## config.mk

```make
export PLATFORM = sky130hd
export DESIGN_NAME = pvp_voice_port
export DESIGN_NICKNAME = d
export VERILOG_FILES = /design/src/pkg/pvp_pkg.sv /design/src/logic/pvp_clock_gen.sv /design/src/logic/pvp_bit_map.sv /design/src/logic/pvp_voice_port.sv
export SDC_FILE = /design/constraint.sdc
export NUM_CORES = 1
export LEC_CHECK = 0
export BUFFER_PORTS_ARGS = -buffer_cell sky130_fd_sc_hd__clkbuf_2
export CORE_MARGIN = 5
export CORE_UTILIZATION = 45
export DETAILED_ROUTE_END_ITERATION = 6
export PLACE_DENSITY = 0.66
export SYNTH_ARGS = -nofsm -noshare
export SYNTH_HDL_FRONTEND = slang
export SYNTH_SLANG_ARGS = --single-unit
```

## constraint.sdc

```tcl
create_clock -name core_clk_in -period 7.1 [get_ports core_clk_in]
set_input_delay 0.71 -clock core_clk_in [delete_from_list [all_inputs] [get_ports core_clk_in]]
set_output_delay 0.71 -clock core_clk_in [all_outputs]
set_load 0.02 [all_outputs]
```

## src/pkg/pvp_pkg.sv

```systemverilog
package pvp_pkg;

   // Main configuration word, bit 0 at the bottom.
   typedef struct packed {
      logic [2:0]  rsv_31_29;
      logic [1:0]  sample_format;
      logic [3:0]  active_slot;
      logic [1:0]  master_rate;
      logic [7:0]  rsv_20_13;
      logic        long_sync_16;
      logic        fast_reference_synth_select;
      logic        mute;
      logic        isdn_timing_select;
      logic        frame_pulse_hold_off;
      logic        output_release_late_select;
      logic        output_release_enable;
      logic        lsb_first;
      logic        pad_with_sign_select;
      logic        rsv_3;
      logic        short_sync;
      logic        slave_mode;
      logic        rsv_0;
   } pvp_main_cfg_s;

   // Low-jitter configuration word.
   typedef struct packed {
      logic [7:0]  frame_divider;
      logic [7:0]  synth_step_value;
      logic [2:0]  rsv_15_13;
      logic [12:0] synth_counter_limit;
   } pvp_jit_cfg_s;

   // One sample for each of the two channels of a frame.
   typedef struct packed {
      logic [15:0] ch1;
      logic [15:0] ch0;
   } pvp_pair_s;

   localparam logic [31:0] PVP_MAIN_RESET  = 32'h00800000;
   localparam logic [31:0] PVP_JIT_RESET   = 32'h08080177;
   localparam logic        PVP_SEL_MAIN    = 1'h0;
   localparam logic        PVP_SEL_JIT     = 1'h1;

   localparam logic [1:0]  PVP_RATE_128    = 2'h1;
   localparam logic [1:0]  PVP_RATE_256    = 2'h0;
   localparam logic [1:0]  PVP_RATE_512    = 2'h2;

   localparam logic [1:0]  PVP_FMT_13      = 2'h0;
   localparam logic [1:0]  PVP_FMT_16      = 2'h1;
   localparam logic [1:0]  PVP_FMT_8W      = 2'h2;
   localparam logic [1:0]  PVP_FMT_8N      = 2'h3;

   // Slow reference: toggle rate is 4 MHz times step over 125.
   localparam logic [13:0] PVP_SLOW_LIMIT  = 14'h007D;
   localparam logic [7:0]  PVP_STEP_128    = 8'h08;
   localparam logic [7:0]  PVP_STEP_256    = 8'h10;
   localparam logic [7:0]  PVP_STEP_512    = 8'h20;
   localparam logic [10:0] PVP_FRAME_128   = 11'h010;
   localparam logic [10:0] PVP_FRAME_256   = 11'h020;
   localparam logic [10:0] PVP_FRAME_512   = 11'h040;

   localparam logic [10:0] PVP_SYNC_LEN_8  = 11'h008;
   localparam logic [10:0] PVP_SYNC_LEN_16 = 11'h010;
   localparam logic [5:0]  PVP_IDX_IDLE    = 6'h3F;
   localparam logic [3:0]  PVP_LAST_8      = 4'h7;
   localparam logic [3:0]  PVP_LAST_16     = 4'hF;

endpackage : pvp_pkg

```

## src/logic/pvp_clock_gen.sv

```systemverilog
`timescale 1ns/100ps
module pvp_clock_gen (
   input  wire logic        core_clk_in,
   input  wire logic        rst_in,
   input  wire logic        slow_tick_in,
   input  wire logic        fast_tick_in,
   input  wire logic        fast_sel_in,
   input  wire logic [1:0]  rate_sel_in,
   input  wire logic [12:0] limit_in,
   input  wire logic [7:0]  step_in,
   input  wire logic [7:0]  frame_div_in,
   input  wire logic        long16_in,
   input  wire logic        short_sync_in,
   output logic             bit_clk_out,
   output logic             frame_sync_out
);

   logic [12:0] acc;
   logic [12:0] next_acc;
   logic        bclk;
   logic        next_bclk;
   logic [10:0] fcnt;
   logic [10:0] next_fcnt;
   logic        sync;
   logic        next_sync;
   logic        tick;
   logic [13:0] lim;
   logic [13:0] sum;
   logic [7:0]  stp;
   logic [10:0] flen;
   logic [10:0] slen;

   // Phase accumulator: each reference tick adds the step, and reaching or passing the limit toggles the bit clock.
   // The rate is only as even as the ticks; a step above the limit gives one toggle per tick.
   always_comb begin
      tick = fast_sel_in ? fast_tick_in : slow_tick_in;
      lim  = fast_sel_in ? {1'h0, limit_in} : pvp_pkg::PVP_SLOW_LIMIT;
      if (fast_sel_in) begin
         stp  = step_in;
         flen = {frame_div_in, 3'h0};
      end else begin
         unique case (rate_sel_in)
            pvp_pkg::PVP_RATE_128: begin
               stp  = pvp_pkg::PVP_STEP_128;
               flen = pvp_pkg::PVP_FRAME_128;
            end
            pvp_pkg::PVP_RATE_512: begin
               stp  = pvp_pkg::PVP_STEP_512;
               flen = pvp_pkg::PVP_FRAME_512;
            end
            default: begin
               stp  = pvp_pkg::PVP_STEP_256;
               flen = pvp_pkg::PVP_FRAME_256;
            end
         endcase
      end
      slen = (fast_sel_in && long16_in) ? pvp_pkg::PVP_SYNC_LEN_16 : pvp_pkg::PVP_SYNC_LEN_8;
      sum       = {1'h0, acc} + {6'h00, stp};
      next_acc  = acc;
      next_bclk = bclk;
      next_fcnt = fcnt;
      next_sync = sync;
      if (tick) begin
         if (sum >= lim) begin
            next_acc  = 13'(sum - lim);
            next_bclk = !bclk;
            // Sync moves only with a rising bit clock so the far end sees it settled at the falling edge.
            if (!bclk) begin
               // Wrapping at or past the end keeps a frame shortened by a rate change from running the full count.
               next_fcnt = (fcnt >= 11'(flen - 11'h001)) ? 11'h000 : 11'(fcnt + 11'h001);
               if (short_sync_in) begin
                  next_sync = (next_fcnt == 11'(flen - 11'h001));
               end else begin
                  next_sync = (next_fcnt < slen);
               end
            end
         end else begin
            next_acc = sum[12:0];
         end
      end
   end

   // Registers of the generator.
   always_ff @(posedge core_clk_in or posedge rst_in) begin
      if (rst_in) begin
         acc  <= 13'h0000;
         bclk <= 1'h0;
         fcnt <= 11'h000;
         sync <= 1'h0;
      end else begin
         acc  <= next_acc;
         bclk <= next_bclk;
         fcnt <= next_fcnt;
         sync <= next_sync;
      end
   end

   assign bit_clk_out    = bclk;
   assign frame_sync_out = sync;

endmodule : pvp_clock_gen

```

## src/logic/pvp_bit_map.sv

```systemverilog
`timescale 1ns/100ps
module pvp_bit_map (
   input  wire logic [3:0]  idx_in,
   input  wire logic [1:0]  format_in,
   input  wire logic        lsb_first_in,
   input  wire logic        pad_sign_in,
   input  wire logic [15:0] sample_in,
   output logic [3:0]       pos_out,
   output logic             tx_bit_out
);

   logic [15:0] word;
   logic [3:0]  last;

   // The sample is widened to the slot, so sign or zero fill lands in the upper unused bits.
   always_comb begin
      unique case (format_in)
         pvp_pkg::PVP_FMT_13: word = pad_sign_in ? {{3{sample_in[12]}}, sample_in[12:0]} : {3'h0, sample_in[12:0]};
         pvp_pkg::PVP_FMT_16: word = sample_in;
         pvp_pkg::PVP_FMT_8W: word = pad_sign_in ? {{8{sample_in[7]}}, sample_in[7:0]} : {8'h00, sample_in[7:0]};
         pvp_pkg::PVP_FMT_8N: word = {8'h00, sample_in[7:0]};
      endcase
      last       = (format_in == pvp_pkg::PVP_FMT_8N) ? pvp_pkg::PVP_LAST_8 : pvp_pkg::PVP_LAST_16;
      pos_out    = lsb_first_in ? idx_in : 4'(last - idx_in);
      tx_bit_out = word[pos_out];
   end

endmodule : pvp_bit_map

```

## src/logic/pvp_voice_port.sv

```systemverilog
`timescale 1ns/100ps
module pvp_voice_port (
   input  wire logic              core_clk_in,
   input  wire logic              rst_in,
   input  wire logic              cfg_wr_in,
   input  wire logic              cfg_sel_in,
   input  wire logic [31:0]       cfg_wdata_in,
   output logic [31:0]            main_config_out,
   output logic [31:0]            low_jitter_config_out,
   input  wire logic              slow_tick_in,
   input  wire logic              fast_tick_in,
   input  wire logic              pcm_clk_in,
   output logic                   pcm_clk_out,
   output logic                   pcm_clk_oe_out,
   input  wire logic              pcm_sync_in,
   output logic                   pcm_sync_out,
   output logic                   pcm_sync_oe_out,
   input  wire logic              pcm_data_in,
   output logic                   pcm_data_out,
   output logic                   pcm_data_oe_out,
   input  wire pvp_pkg::pvp_pair_s tx_sample_in,
   output logic                   tx_take_out,
   output pvp_pkg::pvp_pair_s     rx_sample_out,
   output logic                   rx_valid_out,
   output logic                   frame_start_out
);

   pvp_pkg::pvp_main_cfg_s main_cfg;
   pvp_pkg::pvp_main_cfg_s next_main_cfg;
   pvp_pkg::pvp_jit_cfg_s  jit_cfg;
   pvp_pkg::pvp_jit_cfg_s  next_jit_cfg;

   logic              gen_clk;
   logic              gen_sync;
   logic              line_clk;
   logic              line_sync;
   logic              clk_q;
   logic              next_clk_q;
   logic              sync_q;
   logic              next_sync_q;
   logic              rise;
   logic              fall;
   logic              start;

   logic [5:0]        idx;
   logic [5:0]        next_idx;
   logic [5:0]        l_idx;
   logic [1:0]        eff_fmt;
   logic              eff8;
   logic [2:0]        slot;
   logic [3:0]        bit_in_slot;
   logic              active;
   logic              last_bit;
   logic              next_active;
   logic [2:0]        l_slot;
   logic [3:0]        l_bit;
   logic              l_active;
   logic [3:0]        last_code;

   pvp_pkg::pvp_pair_s tx_hold;
   pvp_pkg::pvp_pair_s next_tx_hold;
   pvp_pkg::pvp_pair_s tx_sel;
   pvp_pkg::pvp_pair_s rx_shift;
   pvp_pkg::pvp_pair_s next_rx_shift;
   pvp_pkg::pvp_pair_s rx_word;
   pvp_pkg::pvp_pair_s next_rx_word;
   logic              rx_valid;
   logic              next_rx_valid;
   logic              out_bit;
   logic              next_out_bit;
   logic              out_en;
   logic              next_out_en;
   logic [15:0]       tx_slot_sample;
   logic              map_tx_bit;
   logic [3:0]        rx_pos;

   // Configuration words: software loads one word at a time, and everything is read back as stored.
   always_comb begin
      next_main_cfg = main_cfg;
      next_jit_cfg  = jit_cfg;
      if (cfg_wr_in) begin
         if (cfg_sel_in == pvp_pkg::PVP_SEL_MAIN) begin
            next_main_cfg = pvp_pkg::pvp_main_cfg_s'(cfg_wdata_in);
         end else begin
            next_jit_cfg = pvp_pkg::pvp_jit_cfg_s'(cfg_wdata_in);
         end
      end
   end

   always_ff @(posedge core_clk_in or posedge rst_in) begin
      if (rst_in) begin
         main_cfg <= pvp_pkg::pvp_main_cfg_s'(pvp_pkg::PVP_MAIN_RESET);
         jit_cfg  <= pvp_pkg::pvp_jit_cfg_s'(pvp_pkg::PVP_JIT_RESET);
      end else begin
         main_cfg <= next_main_cfg;
         jit_cfg  <= next_jit_cfg;
      end
   end

   assign main_config_out       = main_cfg;
   assign low_jitter_config_out = jit_cfg;

   // Master timing source; it runs in slave mode too, but its levels are then ignored.
   pvp_clock_gen u_clock_gen (
      .core_clk_in    (core_clk_in),
      .rst_in         (rst_in),
      .slow_tick_in   (slow_tick_in),
      .fast_tick_in   (fast_tick_in),
      .fast_sel_in    (main_cfg.fast_reference_synth_select),
      .rate_sel_in    (main_cfg.master_rate),
      .limit_in       (jit_cfg.synth_counter_limit),
      .step_in        (jit_cfg.synth_step_value),
      .frame_div_in   (jit_cfg.frame_divider),
      .long16_in      (main_cfg.long_sync_16),
      .short_sync_in  (main_cfg.short_sync & ~main_cfg.isdn_timing_select),
      .bit_clk_out    (gen_clk),
      .frame_sync_out (gen_sync)
   );

   // Pins: a master drives clock and sync, a slave leaves both to the far end.
   assign pcm_clk_out     = gen_clk;
   assign pcm_clk_oe_out  = !main_cfg.slave_mode;
   assign pcm_sync_out    = gen_sync & !main_cfg.frame_pulse_hold_off;
   assign pcm_sync_oe_out = !main_cfg.slave_mode;
   assign pcm_data_out    = out_bit;
   assign pcm_data_oe_out = out_en;

   // One framing path serves both roles; only the source of clock and sync differs.
   // Internal frames keep running while the sync pin is held off, so the codec can wake cleanly.
   always_comb begin
      line_clk  = main_cfg.slave_mode ? pcm_clk_in : gen_clk;
      line_sync = main_cfg.slave_mode ? pcm_sync_in : gen_sync;
      rise      = line_clk && !clk_q;
      fall      = !line_clk && clk_q;
      next_clk_q  = line_clk;
      next_sync_q = rise ? line_sync : sync_q;
      if (main_cfg.short_sync && !main_cfg.isdn_timing_select) begin
         start = rise && sync_q && !line_sync;
      end else begin
         start = rise && !sync_q && line_sync;
      end
   end

   always_ff @(posedge core_clk_in or posedge rst_in) begin
      if (rst_in) begin
         clk_q  <= 1'h0;
         sync_q <= 1'h0;
      end else begin
         clk_q  <= next_clk_q;
         sync_q <= next_sync_q;
      end
   end

   // Slot geometry for the bit in flight (idx) and for the bit about to launch (l_idx).
   // ISDN timing carries two 8-bit B channels in the first two 8-clock slots.
   always_comb begin
      eff_fmt   = main_cfg.isdn_timing_select ? pvp_pkg::PVP_FMT_8N : main_cfg.sample_format;
      eff8      = (eff_fmt == pvp_pkg::PVP_FMT_8N);
      last_code = eff8 ? pvp_pkg::PVP_LAST_8 : pvp_pkg::PVP_LAST_16;
      l_idx     = start ? 6'h00 : ((idx == pvp_pkg::PVP_IDX_IDLE) ? idx : 6'(idx + 6'h01));
      slot        = eff8 ? idx[5:3] : {1'h0, idx[5:4]};
      bit_in_slot = eff8 ? {1'h0, idx[2:0]} : idx[3:0];
      l_slot      = eff8 ? l_idx[5:3] : {1'h0, l_idx[5:4]};
      l_bit       = eff8 ? {1'h0, l_idx[2:0]} : l_idx[3:0];
      active      = (idx != pvp_pkg::PVP_IDX_IDLE) &&
                    ((slot == 3'h0) || (main_cfg.isdn_timing_select && (slot == 3'h1)));
      l_active    = (l_idx != pvp_pkg::PVP_IDX_IDLE) &&
                    ((l_slot == 3'h0) || (main_cfg.isdn_timing_select && (l_slot == 3'h1)));
      last_bit    = (bit_in_slot == last_code);
      next_active = (slot == 3'h0) && main_cfg.isdn_timing_select;
      tx_sel         = start ? tx_sample_in : tx_hold;
      tx_slot_sample = (l_slot == 3'h1) ? tx_sel.ch1 : tx_sel.ch0;
   end

   // Transmit mapping for the launching bit.
   pvp_bit_map u_tx_map (
      .idx_in       (l_bit),
      .format_in    (eff_fmt),
      .lsb_first_in (main_cfg.lsb_first),
      .pad_sign_in  (main_cfg.pad_with_sign_select),
      .sample_in    (tx_slot_sample),
      .pos_out      (),
      .tx_bit_out   (map_tx_bit)
   );

   // Receive mapping gives the sample bit that the incoming bit belongs to.
   pvp_bit_map u_rx_map (
      .idx_in       (bit_in_slot),
      .format_in    (eff_fmt),
      .lsb_first_in (main_cfg.lsb_first),
      .pad_sign_in  (main_cfg.pad_with_sign_select),
      .sample_in    (16'h0000),
      .pos_out      (rx_pos),
      .tx_bit_out   ()
   );

   // Serial engine: launch on the rising bit clock, sample on the falling one.
   always_comb begin
      next_idx      = idx;
      next_tx_hold  = tx_hold;
      next_rx_shift = rx_shift;
      next_rx_word  = rx_word;
      next_rx_valid = 1'h0;
      next_out_bit  = out_bit;
      next_out_en   = out_en;
      if (rise) begin
         next_idx = l_idx;
         if (start) begin
            next_tx_hold = tx_sample_in;
         end
         next_out_bit = (l_active && !main_cfg.mute) ? map_tx_bit : 1'h0;
      end
      if (fall && active) begin
         if (slot == 3'h1) begin
            next_rx_shift.ch1[rx_pos] = pcm_data_in;
         end else begin
            next_rx_shift.ch0[rx_pos] = pcm_data_in;
         end
         // The pair is published once the last active slot of the frame is complete.
         if (last_bit && !next_active) begin
            next_rx_word  = next_rx_shift;
            next_rx_valid = 1'h1;
         end
      end
      // Release control: with release off the pin is always driven, idle bits read as zero.
      if (!main_cfg.output_release_enable) begin
         next_out_en = 1'h1;
      end else if (rise) begin
         if (l_active) begin
            next_out_en = 1'h1;
         end else if (main_cfg.output_release_late_select) begin
            next_out_en = 1'h0;
         end
      end else if (fall && !main_cfg.output_release_late_select) begin
         if (active && last_bit && !next_active) begin
            next_out_en = 1'h0;
         end
      end
      if (main_cfg.mute) begin
         next_out_bit = 1'h0;
      end
   end

   always_ff @(posedge core_clk_in or posedge rst_in) begin
      if (rst_in) begin
         idx      <= pvp_pkg::PVP_IDX_IDLE;
         tx_hold  <= '0;
         rx_shift <= '0;
         rx_word  <= '0;
         rx_valid <= 1'h0;
         out_bit  <= 1'h0;
         out_en   <= 1'h0;
      end else begin
         idx      <= next_idx;
         tx_hold  <= next_tx_hold;
         rx_shift <= next_rx_shift;
         rx_word  <= next_rx_word;
         rx_valid <= next_rx_valid;
         out_bit  <= next_out_bit;
         out_en   <= next_out_en;
      end
   end

   // The user side sees the sample being taken in the same cycle as the frame start.
   assign tx_take_out     = start;
   assign frame_start_out = start;
   assign rx_sample_out   = rx_word;
   assign rx_valid_out    = rx_valid;

endmodule : pvp_voice_port

```

==> results.toml <==
[clocking]
worstSkewPairLatency_ps = 450
cts_tree = "done"
clock_sinks = 197
cts_setup_buffers = 0
root_buffer = "clkbuf_16"
cts_hold_buffers = 0
htree_levels = 4
path_clk_slew_ps = 80
cts_resized = 0
cts_max_path_buffers = 2
numCtsBuffers = 17

[power]
switching_power_mw = 2.254
powerDensity_nw_per_um2 = 407.3
seq_power_share_pct = 33.5
p_int_mw = 2.994
p_sw_share_pct = 42.95
clock_power_share_pct = 20.0
irDropWorstVdd_uv = 198.2
pwr-share-comb_pct = 46.5
p_leak_nw = 5.897

[yosys]
ys_seq_area_share_pct = 44.29
synth_cell_types = 70
synth_top_cell_area_share_pct = 40.52
syn-num-nets = 1264
synth_most_common_cell = "dfrtp_1"
avgSynthCellArea_um2 = 9.685
synth_top_family_by_area = "multiplexers"
yosys.area_share.adder_pct = 4.276
synthTopCellsByCount = "dfrtp_1, nand2_1, nor2_1"
synthCells = 1154
synth-compound-area-share_pct = 11.80
yosys.area_share.simple_pct = 15.69
synth_xor_area_share_pct = 3.605
ys_top_cells_by_area = "dfrtp_1, mux2_2, mux2i_1"
synth_seq_cells = 197
synth-edff-count = 0
async_reset_ff_share_pct = 100.0
netlist_area_um2 = 11180
yosys.area.top_type = "dfrtp_1"
synthMuxAreaShare_pct = 16.34
synth_flop_cell = "dfrtp_1"
yosys_warnings = 0

[floorplan]
dieWidth_um = 167.6
start_util_pct = 45.82
io_pins = 178
core_um2 = 24390
die_h_um = 167.6
core.rowCount = 57
die_area_um2 = 28090

[sta]
rsz0062_at_grt = "false"
slew_headroom_pct = 27.05
setup_ws_ps = 1764
period_needed_ps = 5336
tns_ps = 0
drv_slew = 0
fin_worst_skew_ps = 19.71
max_freq_mhz = 187.4
setup_viol = 0
finalHoldViolCount = 0
tightest_slew_ps = 1092
final.period_utilization_pct = 75.15

[grt]
grt_pass1_vias = 8882
grt_max_degree = 132
grt_pass1_wl_um = 46550
grtUsageTotal_pct = 20.01
antenna_found_initial = 0
overflow = 0

[critical_path]
cp_data_required_time_ps = 7470
cp-start-kind = "flip-flop"
crit_chain = "buf_4 -> mux2_2 -> ha_1 -> a21boi_0 -> o21ai_0 -> a211oi_1 -> nor2_1 -> nor2_1 -> xor2_1 -> ha_1 -> a21o_1 -> nor3_1 -> o21ai_0 -> a31oi_1 -> nand2_1 -> mux2_2 -> a21oi_1"
critical_path.slowest_cell = "dfrtp_1"
end_kind = "flip-flop"
r2r_slack_ps = 1760
critPathBufInv = 1
cp_max_fo = 21
cpPeakStageDelay_ps = 690
crit_arrival_ps = 5710
worstSetupPathType = "flip-flop to flip-flop"
critPathTopFamily = "compound AO/OA/AOI/OAI gates"

[detailed_routing]
viasPerCell = 5.417
first_pass_iters = 5
routed_wl_um = 27980
drt_iter0_markers = 694
vias = 8797
wire_per_inst_um = 17.23
ant_nets = 0
drc_errors = 0

[cells_and_area]
drive_above_1_share_pct = 27.23
synthToLayoutAreaGrowth_pct = 15.27
fin_area_um2 = 12880
fin_nets = 1397
final_cells = 1624
num_antenna_cells = 0

[flow_run]
max_cap_viol_count = 0

[place]
port_buffers = 177
placed_cell_area_um2 = 12230
place_ws_ps = 1821
dpl.hpwl_um = 20000
dp_cells = 1592
gp_congestion = 0.8824

[status]
status = "completed"

[min_path]
hp-class = "flip-flop to flip-flop"
layer usage:
metal / part of all wire, % / GRT usage, %
met2: 46 / 31.40
met5: 0 / 0
met3: 5.3 / 4.361
met4: 1.6 / 5.469
met1: 47 / 28.20
path summary, 6_finish.rpt:
kind	startpoint	endpoint	depth (start not counted)
min in group asynchronous	rst_in	rx_sample_out[21]$_DFFE_PP0P_	2
hold / removal	rx_shift[26]$_DFFE_PP0P_	rx_shift[26]$_DFFE_PP0P_	0
max in group asynchronous	rst_in	u_clock_gen.fcnt[9]$_DFFE_PP0P_	3
hold reg to reg	rx_shift[26]$_DFFE_PP0P_	rx_shift[26]$_DFFE_PP0P_	0
setup reg to reg	main_config_out[11]$_DFFE_PP0P_	u_clock_gen.acc[0]$_DFFE_PP0P_	17
setup / recovery	main_config_out[11]$_DFFE_PP0P_	u_clock_gen.acc[0]$_DFFE_PP0P_	17
power by group through the flow:
| stage | combinational, mW | clock [mW] | sequential, mW |
|---|---|---|---|
| after floorplan | 1.76 | 0 | 1.83 |
| after global placement | 2.39 | 0 | 1.77 |
| after detailed placement | 2.44 | 0 | 1.77 |
| after CTS | 2.45 | 1.07 | 1.76 |
| after global routing | 2.73 | 1.12 | 1.80 |
| final | 2.44 | 1.05 | 1.76 |
registers in the layout, indices dropped and copies added (netlist names), 6 cells and up:
name and cells:
rx_sample_out 32, low_jitter_config_out 32, u_clock_gen.acc 13, tx_hold 32, idx 6, rx_shift 32
main_config_out 32, u_clock_gen.fcnt 11
worst register-to-register path: stages (launching register included):
cell	delay [ps]
dfrtp_1	690
buf_4	350
mux2_2	400
ha_1	330
a21boi_0	250
o21ai_0	140
a211oi_1	370
nor2_1	170
nor2_1	180
xor2_1	100
ha_1	240
a21o_1	210
nor3_1	150
o21ai_0	100
a31oi_1	400
nand2_1	580
mux2_2	470
a21oi_1	140
cells in the final DEF (no fill, tap or decap), types with 6 or more instances in the layout:
master     Yosys  layout
dfrtp_1      181     181
clkbuf_2       0     177
nand2_1      148     148
nor2_1       137     137
mux2_2       104     104
a21oi_1       76      76
mux2i_1       61      61
o21ai_0       41      41
ha_1          35      35
inv_1         34      33
xnor2_1       32      32
nand3_1       29      29
clkbuf_16      0      17
dfstp_2       16      16
xor2_1        14      14
nor3_1        12      12
a21o_1        10      10
and2_1         9       9
a31oi_1        8       8
or3_1          8       8
o31ai_1        8       8
nand2b_1       8       8
nor4_1         7       7
nand3b_1       7       7
inv_12         0       7
nand4_1        6       6
clkinv_8       1       6
buf_4          6       6
area by class of cell:
| type | instances | area, µm² |
|---|---|---|
| Clock buffer | 17 | 425.4 |
| Clock inverter | 15 | 224.0 |
| Fill cell | 2262 | 11510 |
| Inverter | 36 | 155.1 |
| Multi-Input combinational cell | 852 | 5793 |
| Sequential cell | 197 | 4950 |
| Tap cell | 324 | 405.4 |
| Timing Repair Buffer | 183 | 930.9 |
cells by family (layout without fill, tap and decap cells):
kind of cell    count (synthesis)  in the layout
compound gates                206            206
xor+xnor                       46             46
fa+ha+maj                      37             37
buf+inv                       105            251
flops                         197            197
mux                           167            167
simple gates                  396            396
stage by stage:
stage	power, mW	hold WS, ps	utilization [%]
6_report	5.248	381.2	52.82
3_5_place_dp	4.214	367.4	50.16
4_1_cts	5.283	385.6	52.82
2_1_floorplan	3.589	428.4	-
3_3_place_gp	4.159	364.0	50.16
5_1_grt	5.654	394.8	52.82
Power figures use the tool's default switching activity.
